--- src/rtl/mfs_pkg.sv ---
// Shared constants, register map and types of the motor fault and speed command block.
package mfs_pkg;
	// ==========================================================
	// Register map
	localparam logic [7:0] FAULT_ADDR  = 8'h00; // Fault flags, read only.
	localparam logic [7:0] STATUS_ADDR = 8'h01; // Lock method and lockout state, read only.
	localparam logic [7:0] CONFIG_ADDR = 8'h02; // Source, minimum duty and ramp control.
	localparam logic [7:0] ILIMIT_ADDR = 8'h03; // Software current limit on the duty.
	localparam logic [7:0] SPEED_ADDR  = 8'h30; // Serial speed command and its select bit.
	// Field positions.
	localparam int TSD_BIT    = 15;
	localparam int WARN_BIT   = 14;
	localparam int OC_BIT     = 11;
	localparam int SEL_BIT    = 15;
	localparam int UVLO_BIT   = 3;
	localparam int OFF_BIT    = 4;
	localparam int CFG_PWM    = 2;
	localparam int CFG_ACCEL  = 3;
	// Reset values.
	localparam logic [3:0] CONFIG_RESET = 4'h8;
	localparam logic [8:0] ILIMIT_RESET = 9'h1ff;
	// ==========================================================
	// Duty scale and modulator
	localparam int         DUTY_W    = 9;
	localparam logic [8:0] PWM_TOP   = 9'h1fe; // Last carrier count, 511 counts per period.
	localparam logic [8:0] MIN_DUTY  = 9'h033; // Minimum PWM command, about ten percent.
	localparam logic [8:0] MIN_OFF   = 9'h01a; // Below this the command is treated as off.
	localparam logic [8:0] ACCEL_STEP = 9'h004; // Largest rise of peak duty per period.
	localparam logic [3:0] POS_LAST  = 4'hf;   // Sixteen steps of 7.5 degrees per sector.
	localparam logic [1:0] SECT_LAST = 2'h2;   // Three sectors of 120 degrees.
	localparam logic [4:0] P1_OFFS   = 5'h08;  // Sixty degrees ahead of the second phase.
	localparam int         SIN_SHIFT = 8;
	// ==========================================================
	// Pins and timing
	localparam int PIN_TSD = 0;  // Junction above the shutdown threshold.
	localparam int PIN_REL = 1;  // Junction below shutdown threshold minus hysteresis.
	localparam int PIN_WRN = 2;  // Junction above the warning threshold.
	localparam int PIN_UVF = 3;  // Supply at or below the falling lockout threshold.
	localparam int PIN_UVR = 4;  // Supply above the rising lockout threshold.
	localparam int PIN_OC  = 5;  // Phase current above the overcurrent threshold.
	localparam int PIN_PWM = 6;  // Digital level of the speed pin.
	localparam int PIN_AVS = 7;  // Voltage surge guard request.
	localparam int PIN_LCK = 8;  // Three lock detection methods from here.
	localparam int LOCK_N  = 3;
	localparam int PIN_W   = 11;
	localparam int CLK_PERIOD_NS = 20;
	localparam int LOCK_CNT_W    = 24;

	typedef enum logic {MODE_RUN, MODE_OFF} mfs_mode_t;

	// Sine of n times 7.5 degrees, full scale 255, n from 0 to 24.
	function automatic logic [7:0] mfs_sin(input logic [4:0] n);
		logic [4:0] m;
		m = (n > 5'd12) ? 5'd24 - n : n;
		case (m)
			5'd0:    mfs_sin = 8'h00;
			5'd1:    mfs_sin = 8'h21;
			5'd2:    mfs_sin = 8'h42;
			5'd3:    mfs_sin = 8'h62;
			5'd4:    mfs_sin = 8'h80;
			5'd5:    mfs_sin = 8'h9b;
			5'd6:    mfs_sin = 8'hb4;
			5'd7:    mfs_sin = 8'hca;
			5'd8:    mfs_sin = 8'hdd;
			5'd9:    mfs_sin = 8'hec;
			5'd10:   mfs_sin = 8'hf6;
			5'd11:   mfs_sin = 8'hfd;
			default: mfs_sin = 8'hff;
		endcase
	endfunction : mfs_sin
endpackage : mfs_pkg

--- src/rtl/mfs_pin_if.sv ---
// Bundle of raw and synchronised status pins between the pin filter and the core.
`timescale 1ns/1ps
interface mfs_pin_if;
	logic [mfs_pkg::PIN_W-1:0] raw;
	logic [mfs_pkg::PIN_W-1:0] clean;
	modport src  (output raw);
	modport filt (input raw, output clean);
	modport core (input clean);
endinterface : mfs_pin_if

--- src/rtl/mfs_pin_sync.sv ---
// Three-stage synchroniser with agreement filter for the asynchronous status pins.
`timescale 1ns/1ps
module mfs_pin_sync (
	input  wire logic clk,
	input  wire logic rst_b,
	mfs_pin_if.filt   pins
);
	import mfs_pkg::*;

	typedef struct packed {
		logic [PIN_W-1:0] s1;
		logic [PIN_W-1:0] s2;
		logic [PIN_W-1:0] s3;
		logic [PIN_W-1:0] clean;
	} mfs_sync_t;

	mfs_sync_t st;
	mfs_sync_t next_st;

	// Shift the pins in; a bit changes only when the second and third stages agree.
	always_comb begin
		next_st       = st;
		next_st.s1    = pins.raw;
		next_st.s2    = st.s1;
		next_st.s3    = st.s2;
		next_st.clean = (~(st.s2 ^ st.s3) & st.s2) | ((st.s2 ^ st.s3) & st.clean);
	end

	// State register.
	always_ff @(posedge clk or negedge rst_b) begin
		if (!rst_b) begin
			st <= '0;
		end else begin
			st <= next_st;
		end
	end

	assign pins.clean = st.clean;
endmodule : mfs_pin_sync

--- src/rtl/mfs_core.sv ---
// Fault supervision, lock retry, speed command selection and sinusoidal phase modulator.
`timescale 1ns/1ps
module mfs_core #(
	parameter int unsigned LOCK_OFF_US = 1000
) (
	input  wire logic                           clk,
	input  wire logic                           rst_b,
	input  wire logic [mfs_pkg::PIN_W-1:0]      status_pins,
	input  wire logic [mfs_pkg::DUTY_W-1:0]     speed_level,
	input  wire logic [7:0]                     reg_addr,
	input  wire logic                           reg_wr,
	input  wire logic                           reg_rd,
	input  wire logic [15:0]                    reg_wdata,
	output logic      [15:0]                    reg_rdata,
	output logic      [2:0]                     phase_hi,
	output logic      [2:0]                     phase_oe
);
	import mfs_pkg::*;

	localparam int unsigned LOCK_OFF_CYC = (LOCK_OFF_US * 1000) / CLK_PERIOD_NS;
	localparam logic [LOCK_CNT_W-1:0] LOCK_OFF_LAST = LOCK_CNT_W'(LOCK_OFF_CYC - 1);

	typedef struct packed {
		logic                  tsd;
		logic                  warn;
		logic                  uvlo;
		logic                  ocf;
		logic [LOCK_N-1:0]     lock_method;
		mfs_mode_t             mode;
		logic [LOCK_CNT_W-1:0] off_cnt;
		logic [3:0]            cfg;
		logic [8:0]            ilimit;
		logic [8:0]            serial_speed;
		logic                  serial_sel;
		logic [8:0]            carrier;
		logic [8:0]            pwm_high;
		logic [8:0]            pwm_duty;
		logic [8:0]            peak;
		logic [1:0]            sector;
		logic [3:0]            pos;
		logic [8:0]            cmp1;
		logic [8:0]            cmp2;
		logic [2:0]            phase_hi;
		logic [2:0]            phase_oe;
		logic [15:0]           rdata;
	} mfs_core_t;

	mfs_core_t  st;
	mfs_core_t  next_st;
	mfs_pin_if  pins ();
	logic [8:0] cmd;

	// Pins cross into this clock through the three-stage filter.
	assign pins.raw = status_pins;
	mfs_pin_sync u_sync (
		.clk   (clk),
		.rst_b (rst_b),
		.pins  (pins.filt)
	);

	// ==========================================================
	// Next-state logic
	always_comb begin
		logic [8:0]  pin_cmd;
		logic [8:0]  req;
		logic [16:0] prod1;
		logic [16:0] prod2;
		logic [15:0] word;
		logic        drive;
		logic        per_end;
		logic [4:0]  idx2;
		next_st = st;
		drive   = 1'b0;
		pin_cmd = '0;
		req     = '0;
		word    = '0;
		idx2    = {1'b0, st.pos};
		prod1   = st.peak * mfs_sin(idx2 + P1_OFFS);
		prod2   = st.peak * mfs_sin(idx2);
		per_end = (st.carrier == PWM_TOP);
		// thermal shutdown hysteresis; setting wins over release.
		if (pins.clean[PIN_TSD]) begin
			next_st.tsd = 1'b1;
		end else if (pins.clean[PIN_REL]) begin
			next_st.tsd = 1'b0;
		end
		next_st.warn = pins.clean[PIN_WRN];
		if (pins.clean[PIN_UVF]) begin
			next_st.uvlo = 1'b1;
		end else if (pins.clean[PIN_UVR]) begin
			next_st.uvlo = 1'b0;
		end
		// Overcurrent and lock stop the drive and start one lock-off wait.
		case (st.mode)
			MODE_RUN: begin
				if (pins.clean[PIN_OC]) begin
					next_st.ocf     = 1'b1;
					next_st.mode    = MODE_OFF;
					next_st.off_cnt = LOCK_OFF_LAST;
				end else if (|pins.clean[PIN_LCK +: LOCK_N]) begin
					next_st.lock_method = pins.clean[PIN_LCK +: LOCK_N];
					next_st.mode        = MODE_OFF;
					next_st.off_cnt     = LOCK_OFF_LAST;
				end
			end
			MODE_OFF: begin
				if (st.off_cnt == '0) begin
					next_st.mode        = MODE_RUN;
					next_st.ocf         = pins.clean[PIN_OC];
					next_st.lock_method = pins.clean[PIN_LCK +: LOCK_N];
				end else begin
					next_st.off_cnt     = st.off_cnt - 1'b1;
					next_st.ocf         = st.ocf | pins.clean[PIN_OC];
					next_st.lock_method = st.lock_method | pins.clean[PIN_LCK +: LOCK_N];
				end
			end
			default: begin
				next_st.mode = MODE_RUN;
			end
		endcase
		// drive only when no lockout, shutdown or lock-off.
		drive = (st.mode == MODE_RUN) && !st.tsd && !st.uvlo;
		// minimum duty of the PWM input.
		case (st.cfg[1:0])
			2'h0:    pin_cmd = st.pwm_duty;
			2'h1:    pin_cmd = (st.pwm_duty < MIN_DUTY) ? MIN_DUTY : st.pwm_duty;
			2'h2:    pin_cmd = (st.pwm_duty < MIN_DUTY) ? 9'h000 : st.pwm_duty;
			default: pin_cmd = (st.pwm_duty < MIN_OFF) ? 9'h000 :
				(st.pwm_duty < MIN_DUTY) ? MIN_DUTY : st.pwm_duty;
		endcase
		// one source of the speed command.
		if (st.serial_sel) begin
			cmd = st.serial_speed;
		end else if (st.cfg[CFG_PWM]) begin
			cmd = pin_cmd;
		end else begin
			cmd = speed_level;
		end
		req = (cmd > st.ilimit) ? st.ilimit : cmd;
		// Carrier, PWM input duty capture and electrical angle.
		next_st.carrier  = per_end ? 9'h000 : st.carrier + 1'b1;
		next_st.pwm_high = per_end ? 9'h000 : st.pwm_high + {8'h00, pins.clean[PIN_PWM]};
		if (per_end) begin
			next_st.pwm_duty = st.pwm_high + {8'h00, pins.clean[PIN_PWM]};
			next_st.pos      = st.pos + 1'b1;
			if (st.pos == POS_LAST) begin
				next_st.sector = (st.sector == SECT_LAST) ? 2'h0 : st.sector + 1'b1;
			end
			// peak duty scales both modulated phases.
			next_st.cmp1 = prod1[SIN_SHIFT +: DUTY_W];
			next_st.cmp2 = prod2[SIN_SHIFT +: DUTY_W];
			// surge guard holds and ramp limits any rise.
			if (!drive) begin
				next_st.peak = 9'h000;
			end else if (req <= st.peak) begin
				next_st.peak = req;
			end else if (pins.clean[PIN_AVS]) begin
				next_st.peak = st.peak;
			end else if (st.cfg[CFG_ACCEL] && (req - st.peak > ACCEL_STEP)) begin
				next_st.peak = st.peak + ACCEL_STEP;
			end else begin
				next_st.peak = req;
			end
		end
		// one phase held low per sector, other two modulated.
		case (st.sector)
			2'h0:    next_st.phase_hi = {1'b0, st.carrier < st.cmp2, st.carrier < st.cmp1};
			2'h1:    next_st.phase_hi = {st.carrier < st.cmp2, st.carrier < st.cmp1, 1'b0};
			default: next_st.phase_hi = {st.carrier < st.cmp1, 1'b0, st.carrier < st.cmp2};
		endcase
		if (!drive) begin
			next_st.phase_hi = 3'h0;
		end
		next_st.phase_oe = {3{drive}};
		// Register writes.
		if (reg_wr) begin
			case (reg_addr)
				SPEED_ADDR: begin
					next_st.serial_speed = reg_wdata[8:0];
					next_st.serial_sel   = reg_wdata[SEL_BIT];
				end
				CONFIG_ADDR: next_st.cfg    = reg_wdata[3:0];
				ILIMIT_ADDR: next_st.ilimit = reg_wdata[8:0];
				default:     next_st.cfg    = st.cfg;
			endcase
		end
		case (reg_addr)
			FAULT_ADDR: begin
				word[TSD_BIT]  = st.tsd;
				word[WARN_BIT] = st.warn;
				word[OC_BIT]   = st.ocf;
			end
			STATUS_ADDR: begin
				word[LOCK_N-1:0] = st.lock_method;
				word[UVLO_BIT]   = st.uvlo;
				word[OFF_BIT]    = (st.mode == MODE_OFF);
			end
			CONFIG_ADDR: word[3:0] = st.cfg;
			ILIMIT_ADDR: word[8:0] = st.ilimit;
			SPEED_ADDR: begin
				word[8:0]     = st.serial_speed;
				word[SEL_BIT] = st.serial_sel;
			end
			default: word = 16'h0000;
		endcase
		if (reg_rd) begin
			next_st.rdata = word;
		end
	end

	// State register.
	always_ff @(posedge clk or negedge rst_b) begin
		if (!rst_b) begin
			st        <= '0;
			st.uvlo   <= 1'b1;
			st.cfg    <= CONFIG_RESET;
			st.ilimit <= ILIMIT_RESET;
		end else begin
			st <= next_st;
		end
	end

	assign reg_rdata = st.rdata;
	assign phase_hi  = st.phase_hi;
	assign phase_oe  = st.phase_oe;

	// ==========================================================
	// Assertions
	// shutdown flag set.
	tsd_flag_a: assert property (@(posedge clk) disable iff (!rst_b) pins.clean[PIN_TSD] |=> st.tsd) else $error("Shutdown flag not set.");
	warn_flag_a: assert property (@(posedge clk) disable iff (!rst_b) pins.clean[PIN_WRN] && !st.warn |=> st.warn ##1 (st.warn || !$past(pins.clean[PIN_WRN]))) else $error("Warning flag lost.");
	// no release without the release pin.
	tsd_hold_a: assert property (@(posedge clk) disable iff (!rst_b) st.tsd && !pins.clean[PIN_REL] |=> st.tsd) else $error("Shutdown released early.");
	uvlo_hold_a: assert property (@(posedge clk) disable iff (!rst_b) st.uvlo && !pins.clean[PIN_UVR] |=> st.uvlo) else $error("Lockout released early.");
	oc_hiz_a: assert property (@(posedge clk) disable iff (!rst_b) (st.mode == MODE_RUN) && pins.clean[PIN_OC] |=> (st.mode == MODE_OFF) ##1 (phase_oe == 3'h0)) else $error("Overcurrent did not release phases.");
	oc_flag_a: assert property (@(posedge clk) disable iff (!rst_b) pins.clean[PIN_OC] |=> st.ocf) else $error("Overcurrent flag not set.");
	lock_stop_a: assert property (@(posedge clk) disable iff (!rst_b) (st.mode == MODE_RUN) && !pins.clean[PIN_OC] && |pins.clean[PIN_LCK +: LOCK_N] |=> (st.mode == MODE_OFF) && (st.lock_method != '0)) else $error("Lock not recorded.");
	lock_retry_a: assert property (@(posedge clk) disable iff (!rst_b) (st.mode == MODE_OFF) && (st.off_cnt == '0) |=> (st.mode == MODE_RUN)) else $error("No restart after lock-off.");
	halt_hiz_a: assert property (@(posedge clk) disable iff (!rst_b) st.uvlo || st.tsd |=> (phase_oe == 3'h0) && (phase_hi == 3'h0)) else $error("Phases driven in lockout.");
	serial_sel_a: assert property (@(posedge clk) disable iff (!rst_b) st.serial_sel |-> (cmd == st.serial_speed)) else $error("Serial command not selected.");
endmodule : mfs_core

--- config.mk ---
export PLATFORM = sky130hd
export DESIGN_NAME = mfs_core
export DESIGN_NICKNAME = d
export VERILOG_FILES = /design/src/rtl/mfs_pkg.sv /design/src/rtl/mfs_pin_if.sv /design/src/rtl/mfs_pin_sync.sv /design/src/rtl/mfs_core.sv
export SDC_FILE = /design/constraint.sdc
export NUM_CORES = 1
export LEC_CHECK = 0
export BUFFER_PORTS_ARGS = -buffer_cell sky130_fd_sc_hd__buf_2
export CAP_MARGIN = 10
export CORE_MARGIN = 2
export CORE_UTILIZATION = 35
export CTS_CLUSTER_SIZE = 12
export DETAILED_ROUTE_END_ITERATION = 6
export GPL_TIMING_DRIVEN = 1
export SYNTH_ARGS = -nofsm -noshare
export SYNTH_HDL_FRONTEND = slang
export SYNTH_SLANG_ARGS = --single-unit
--- constraint.sdc ---
create_clock -name clk -period 7.67 [get_ports clk]
set_clock_uncertainty 0.1 [all_clocks]
set_input_delay 1.1505 -clock clk [delete_from_list [all_inputs] [get_ports clk]]
set_output_delay 1.1505 -clock clk [all_outputs]
set_load 0.01 [all_outputs]
Word level (Yosys, flattened, before mapping):

Memory sizes are Yosys's and may differ from the RTL's.
Index checks and enable logic that the tools add are counted.

* input bits: 48
* ROM bits: 256
* logic and storage cells: 130
* output and inout bits: 22
* memories kept: 2
* bits in registers: 175

Memories
* (no name shown): words 16, width 8, read ports 1, clocked after memory_dff 0, wr ports 0, RTL line mfs_pkg.sv:55 `case (m)`
* (no name shown): words 16, width 8, read ports 1, clocked after memory_dff 0, wr ports 0, RTL line mfs_pkg.sv:55

* order comparisons: 9
* reduce and logical (&&, ||, !) cells: 19
* eq/ne operators: 16
* add/sub/neg operators: 10
* $mul: 2
* muxes and demuxes: 38
* bitwise operators: 8

Operators by type and width (number)
* $mux W9: 12
* $pmux W29 S2: 1
* $mul A9 B8 Y17: 2
* $mux W28: 1
* $pmux W9 S3: 1
* $mux W25: 1
* $logic_not A24 Y1: 1
* $mux W24: 1
* $sub A24 B1 Y24 const B: 1
* $and A11 B11 Y11: 2
* $lt A9 B9 Y1: 2
* $eq A8 B2 Y1 const B: 2
* $mux W8: 2
* $pmux W4 S4: 1
* $reduce_and A2 Y1: 7
* $not A11 Y11: 1
* $or A11 B11 Y11: 1
* $xor A11 B11 Y11: 1
* $mux W5: 2
* $add A9 B1 Y9: 1
* $add A9 B1 Y9 const B: 1
* $add A9 B3 Y9 const B: 1
* $eq A9 B9 Y1 const B: 1
* $gt A9 B3 Y1 const B: 1
* other kinds (38): 55

Longest topological paths before layout:

* depth after elaboration: 15
* gate-level depth with buffers: 31
* gate-level depth less buffers: 29

Modules after synthesis:

A second synthesis with hierarchy kept.

* cell total of the unflattened synthesis: 1373
* area, all modules: 13158.9 um2

By module, submodules not included
* mfs_core: area an instance 11851.4 um2, seq. area each 3291.9 um2, cells each 1307, times used 1
* mfs_pin_sync: area an instance 1307.5 um2, seq. area each 1101.1 um2, cells each 66, times used 1

Least setup slack after synthesis:

Ideal clock, no wire load.

* path kind: register to register
* from: register st[40] in the netlist's numbering
* to: register st[39] in the netlist's numbering
* setup time: 0.135 ns
* arrival: 6.288 ns
* buffers on the path: 2
* setup slack: 1.147 ns
* required time: 7.435 ns
* clock period less this slack: 6.523 ns
* cell stages (with the launch flop): 30
* path through: dfrtp_1 -> clkbuf_1 -> inv_1 -> ha_1 -> buf_2 -> nor2_1 -> nor2_1 -> mux2i_1 -> inv_1 -> ha_1 -> nor2_1 -> a21oi_1 -> o31ai_1 -> nand2_1 -> nand2_1 -> fa_1 -> fa_1 -> inv_1 -> fa_1 -> fa_1 -> ha_1 -> o211a_1 -> o21ai_0 -> nor4_1 -> o2111ai_1 -> a31oi_1 -> nand2_1 -> o21ai_1 -> xnor2_1 -> o21ai_0

* word-level cells in the longest chain between the ends: 6
* elaborated cells between the ends (all ways): 7
* classes of those cells: 2 x add/sub; 1 x mul; 1 x order compare; 2 x mux; 1 x memory

Ends and longest elaborated chain
* start: declaration: RTL line mfs_core.sv:48 `mfs_core_t st;`
* start signal: assignment: RTL line mfs_core.sv:219 `st <= next_st;`
* $add A4 B4 Y5 (*): RTL line mfs_core.sv:78 `prod1 = st.peak * mfs_sin(idx2 + P1_OFFS);`
* $sub A5 B5 Y5 / $gt A5 B4 Y1 (equally long branches): RTL line mfs_pkg.sv:54 `m = (n > 5'd12) ? 5'd24 - n : n;`
* $mux W5 (*): RTL line mfs_pkg.sv:54
* $mem_v2 Z16 W8
* $mux W8 (*): RTL line mfs_pkg.sv:55
* $mul A9 B8 Y17 (*): RTL line mfs_core.sv:78

Every way passes the cells marked *; elsewhere a longest branch is shown, timed or not.
A chain may end at the register's enable or synchronous reset.

Worst setup path in the final report:

* from: register st[41] in the netlist's numbering
* to: register st[30] in the netlist's numbering

* word-level cells in the longest chain between the ends: 5
* elaborated cells between the ends (all ways): 6
* classes of those cells: 1 x add/sub; 1 x mul; 1 x order compare; 2 x mux; 1 x memory

Ends and longest elaborated chain
* $sub A5 B4 Y5 / $gt A4 B4 Y1 (equally long branches): RTL line mfs_pkg.sv:54
* $mux W5 (*): RTL line mfs_pkg.sv:54
* $mem_v2 Z16 W8
* $mux W8 (*): RTL line mfs_pkg.sv:55
* $mul A9 B8 Y17 (*): RTL line mfs_core.sv:79 `prod2 = st.peak * mfs_sin(idx2);`

Marked as above.

==> flow_summary.ini <==
[synthesis]
ys_types = 74
synth_fa_ha_area_share_pct = 24.6
synth_xor_area_share_pct = 3.49
async_flop_share_pct = 100
yosysWarnings = 0
synth-compound-area-share_pct = 11.3
ys_ff_latch = 175
netlist_top_cells_area = dfrtp_1 31%, fa_1 13%, ha_1 11%
ys_seq_area_share_pct = 33.7
syn_inst = 1363
synthFlopType = dfrtp_1
synth_top_cell_by_area = dfrtp_1
synth_top_family_by_area = adder cells
muxShareOfSynthArea_pct = 4.17
synth.top_cell.area_share_pct = 31.4
syn_avg_cell_area_um2 = 9.58
synth-simple-area-share_pct = 15.4
syn_area_um2 = 13100
synth-edff-count = 0

[floorplanning]
pin_count = 70
initial_core_util_pct = 35.6
die_h_um = 197
die_w_um = 197
die_area_um2 = 38900
rows = 70
coreArea_um2 = 36700

[clock_tree]
path_clk_slew_ns = 0.08
tritoncts = built
post_cts_buffers = 0
cts_made_buffers = 17
cts_hold_buf = 0
ctsResizeCount = 0
cts_sinks = 175
root_buffer = clkbuf_16
clock_latency_ns = 0.44
htreeDepth = 4
cts_buffer_depth = 2

[route]
drc = 0
vias_per_cell = 5.12
ant_nets = 0
vias = 9609
dr.first_iter.drc_count = 602
routed_wirelength_um = 29000
wl_per_cell_um = 15.4
first_pass_iters = 5

[global_route]
grt_pass1_wl_um = 49900
gr-total-overflow = 0
grt_max_degree = 106
met1_usage_pct = 21.7
busiest_layer = met2
grtUsageTotal_pct = 15.8
grt_pass1_vias = 9947
grt_use_met2_pct = 25.9
use_met3_pct = 2.44
grt_antenna_before_repair = 0

[worst_setup_path]
path_max_fanout = 16
worst_setup_path_end_kind = flop
critPathRequiredTime_ns = 7.89
cpMaxStageDelayCell = dfrtp_1
arrival_ns = 7.07
start_kind = flop
startpoint = st[41]$_DFFE_PN0P_
setup.worst_path.class = reg -> reg
slowest_delay_ns = 0.59
r2r_start = st[41]$_DFFE_PN0P_

[pwr]
p_leak_nw = 6.81
pwr_density_cell_nw_per_um2 = 152
power.ir.vdd_worst_mv = 0.132
total_power_mw = 2.19

[timing]
slew_viol_final = 0
fin_crit_sh_pct = 89.4
timing.fmax_mhz = 146
rsz0062_at_grt = false
relSlewSlack_pct = 37.3
setup_tns_ns = 0
period_minus_slack_ns = 6.85
hold_violations = 0
tightest_slew_ns = 0.940
setup_viol = 0

[cells_and_area]
layout-drive-gt1-share_pct = 12.6
n_antenna_cell = 0
num-nets-final = 1643
area_delta_synth_final_pct = 10.1
finish.utilization_pct = 39.2

[worst_hold_path]
hold_path_class = reg -> reg
worstHoldStart = u_sync.next_st[23]$_DFF_PN0_

[placement]
gp_congestion = 0.849
dp_hpwl_um = 21800
io_buffers = 59

[run]
cap_violations = 0

[status]
outcome = finished, final reports clean
-- cells in the mapped netlist (all sizes together), types with 12 or more instances --
| library cell | n |
|---|---|
| nand3 | 17 |
| nand4 | 12 |
| buf | 34 |
| o21ai | 64 |
| nor2 | 86 |
| clkbuf | 31 |
| a21o | 18 |
| a21oi | 72 |
| xor2 | 23 |
| inv | 161 |
| nand2 | 143 |
| nor2b | 15 |
| o22ai | 19 |
| nand2b | 14 |
| dfrtp | 164 |
| ha | 115 |
| fa | 83 |
| and2 | 57 |
| xnor2 | 29 |
| mux2 | 40 |
| nor3 | 26 |
-- routing by layer --
layer  vias to the layer above  part of all wire, %
met4                         0                  1.9
met5                         -                    0
met3                        35                  3.9
met2                       207                   48
met1                      4753                   47
li1                       4614                    -
-- state kept, by name, indices dropped and copies added, names as in the netlist, named ones only --
signal,cells
phase_hi,3
phase_oe,1
st,115
reg_rdata,12
u_sync.st,11
u_sync.next_st,22
-- placed cells by master, fill, tap and decap left out, types with 8 or more instances in the layout --
cell / n
dfrtp_1: 164
inv_1: 161
nand2_1: 142
ha_1: 115
nor2_1: 85
fa_1: 83
a21oi_1: 72
buf_2: 58
and2_1: 57
o21ai_0: 57
mux2_2: 39
xnor2_1: 29
nor3_1: 25
xor2_1: 23
o22ai_1: 19
a21o_1: 18
buf_4: 18
clkbuf_16: 17
nor2b_1: 15
nand3_1: 15
nand2b_1: 14
nand4_1: 12
maj3_1: 11
dfstp_2: 11
mux2i_1: 9
nor4_1: 9
or3_1: 9
o31ai_1: 8
clkinv_8: 8
-- stage by stage --
stage          instance area (µm²)  cells  worst slack (ns)  hold WS (ns)
2_1_floorplan                13100   1366              1.15         0.231
3_3_place_gp                 13700   1846             0.865         0.234
3_5_place_dp                 13700   1846             0.795         0.235
4_1_cts                      14400   1878             0.770         0.255
5_1_grt                      14400   1878             0.321         0.270
6_report                     14400   1878             0.815         0.252
-- layout make-up --
cell class | count | area, µm²
fill | 3622 | 22300
multi-input combinational | 964 | 7710
sequential | 175 | 4390
inverter | 162 | 608
tap | 468 | 586
timing repair buffer | 77 | 437
clock buffer | 17 | 425
clock inverter | 15 | 208
-- report_power, final --
part / internal [mW] / switching [mW]
Clock: 0.450 / 0.449
Sequential: 0.992 / 0.0601
Combinational: 0.103 / 0.138
-- cell families (layout without fill, tap and decap cells) --
group / Yosys count / count (layout)
adders and majority gates: 209 / 209
buffers and inverters: 227 / 271
DFF: 175 / 175
and+or+nand+nor: 412 / 412
AOI/OAI and AO/OA: 238 / 238
muxes: 49 / 49
other: 1 / 4
xor gates and xnor gates: 52 / 52
-- worst max-delay path, delay by kind of cell, from the launching register on --
family / cells / cell delay [ns]
simple gates: 3 / 0.58
buf+inv: 6 / 0.68
flops: 1 / 0.59
xor+xnor: 1 / 0.15
fa+ha+maj: 7 / 2.81
compound gates: 8 / 1.57
mux: 1 / 0.24
-- path summary, 6_finish.rpt --
check                                          endpoint  slack (ns)  depth (start not counted)
setup / recovery                     st[30]$_DFFE_PN0P_        0.82                         26
hold / removal             u_sync.next_st[12]$_DFF_PN0_        0.25                          0
setup reg to reg                     st[30]$_DFFE_PN0P_        0.82                         26
hold reg to reg            u_sync.next_st[12]$_DFF_PN0_        0.25                          0
max in group asynchronous            st[86]$_DFFE_PN0P_        5.26                          2
min in group asynchronous  u_sync.next_st[26]$_DFF_PN0_        0.72                          1
(Power assumes the default switching activity.)
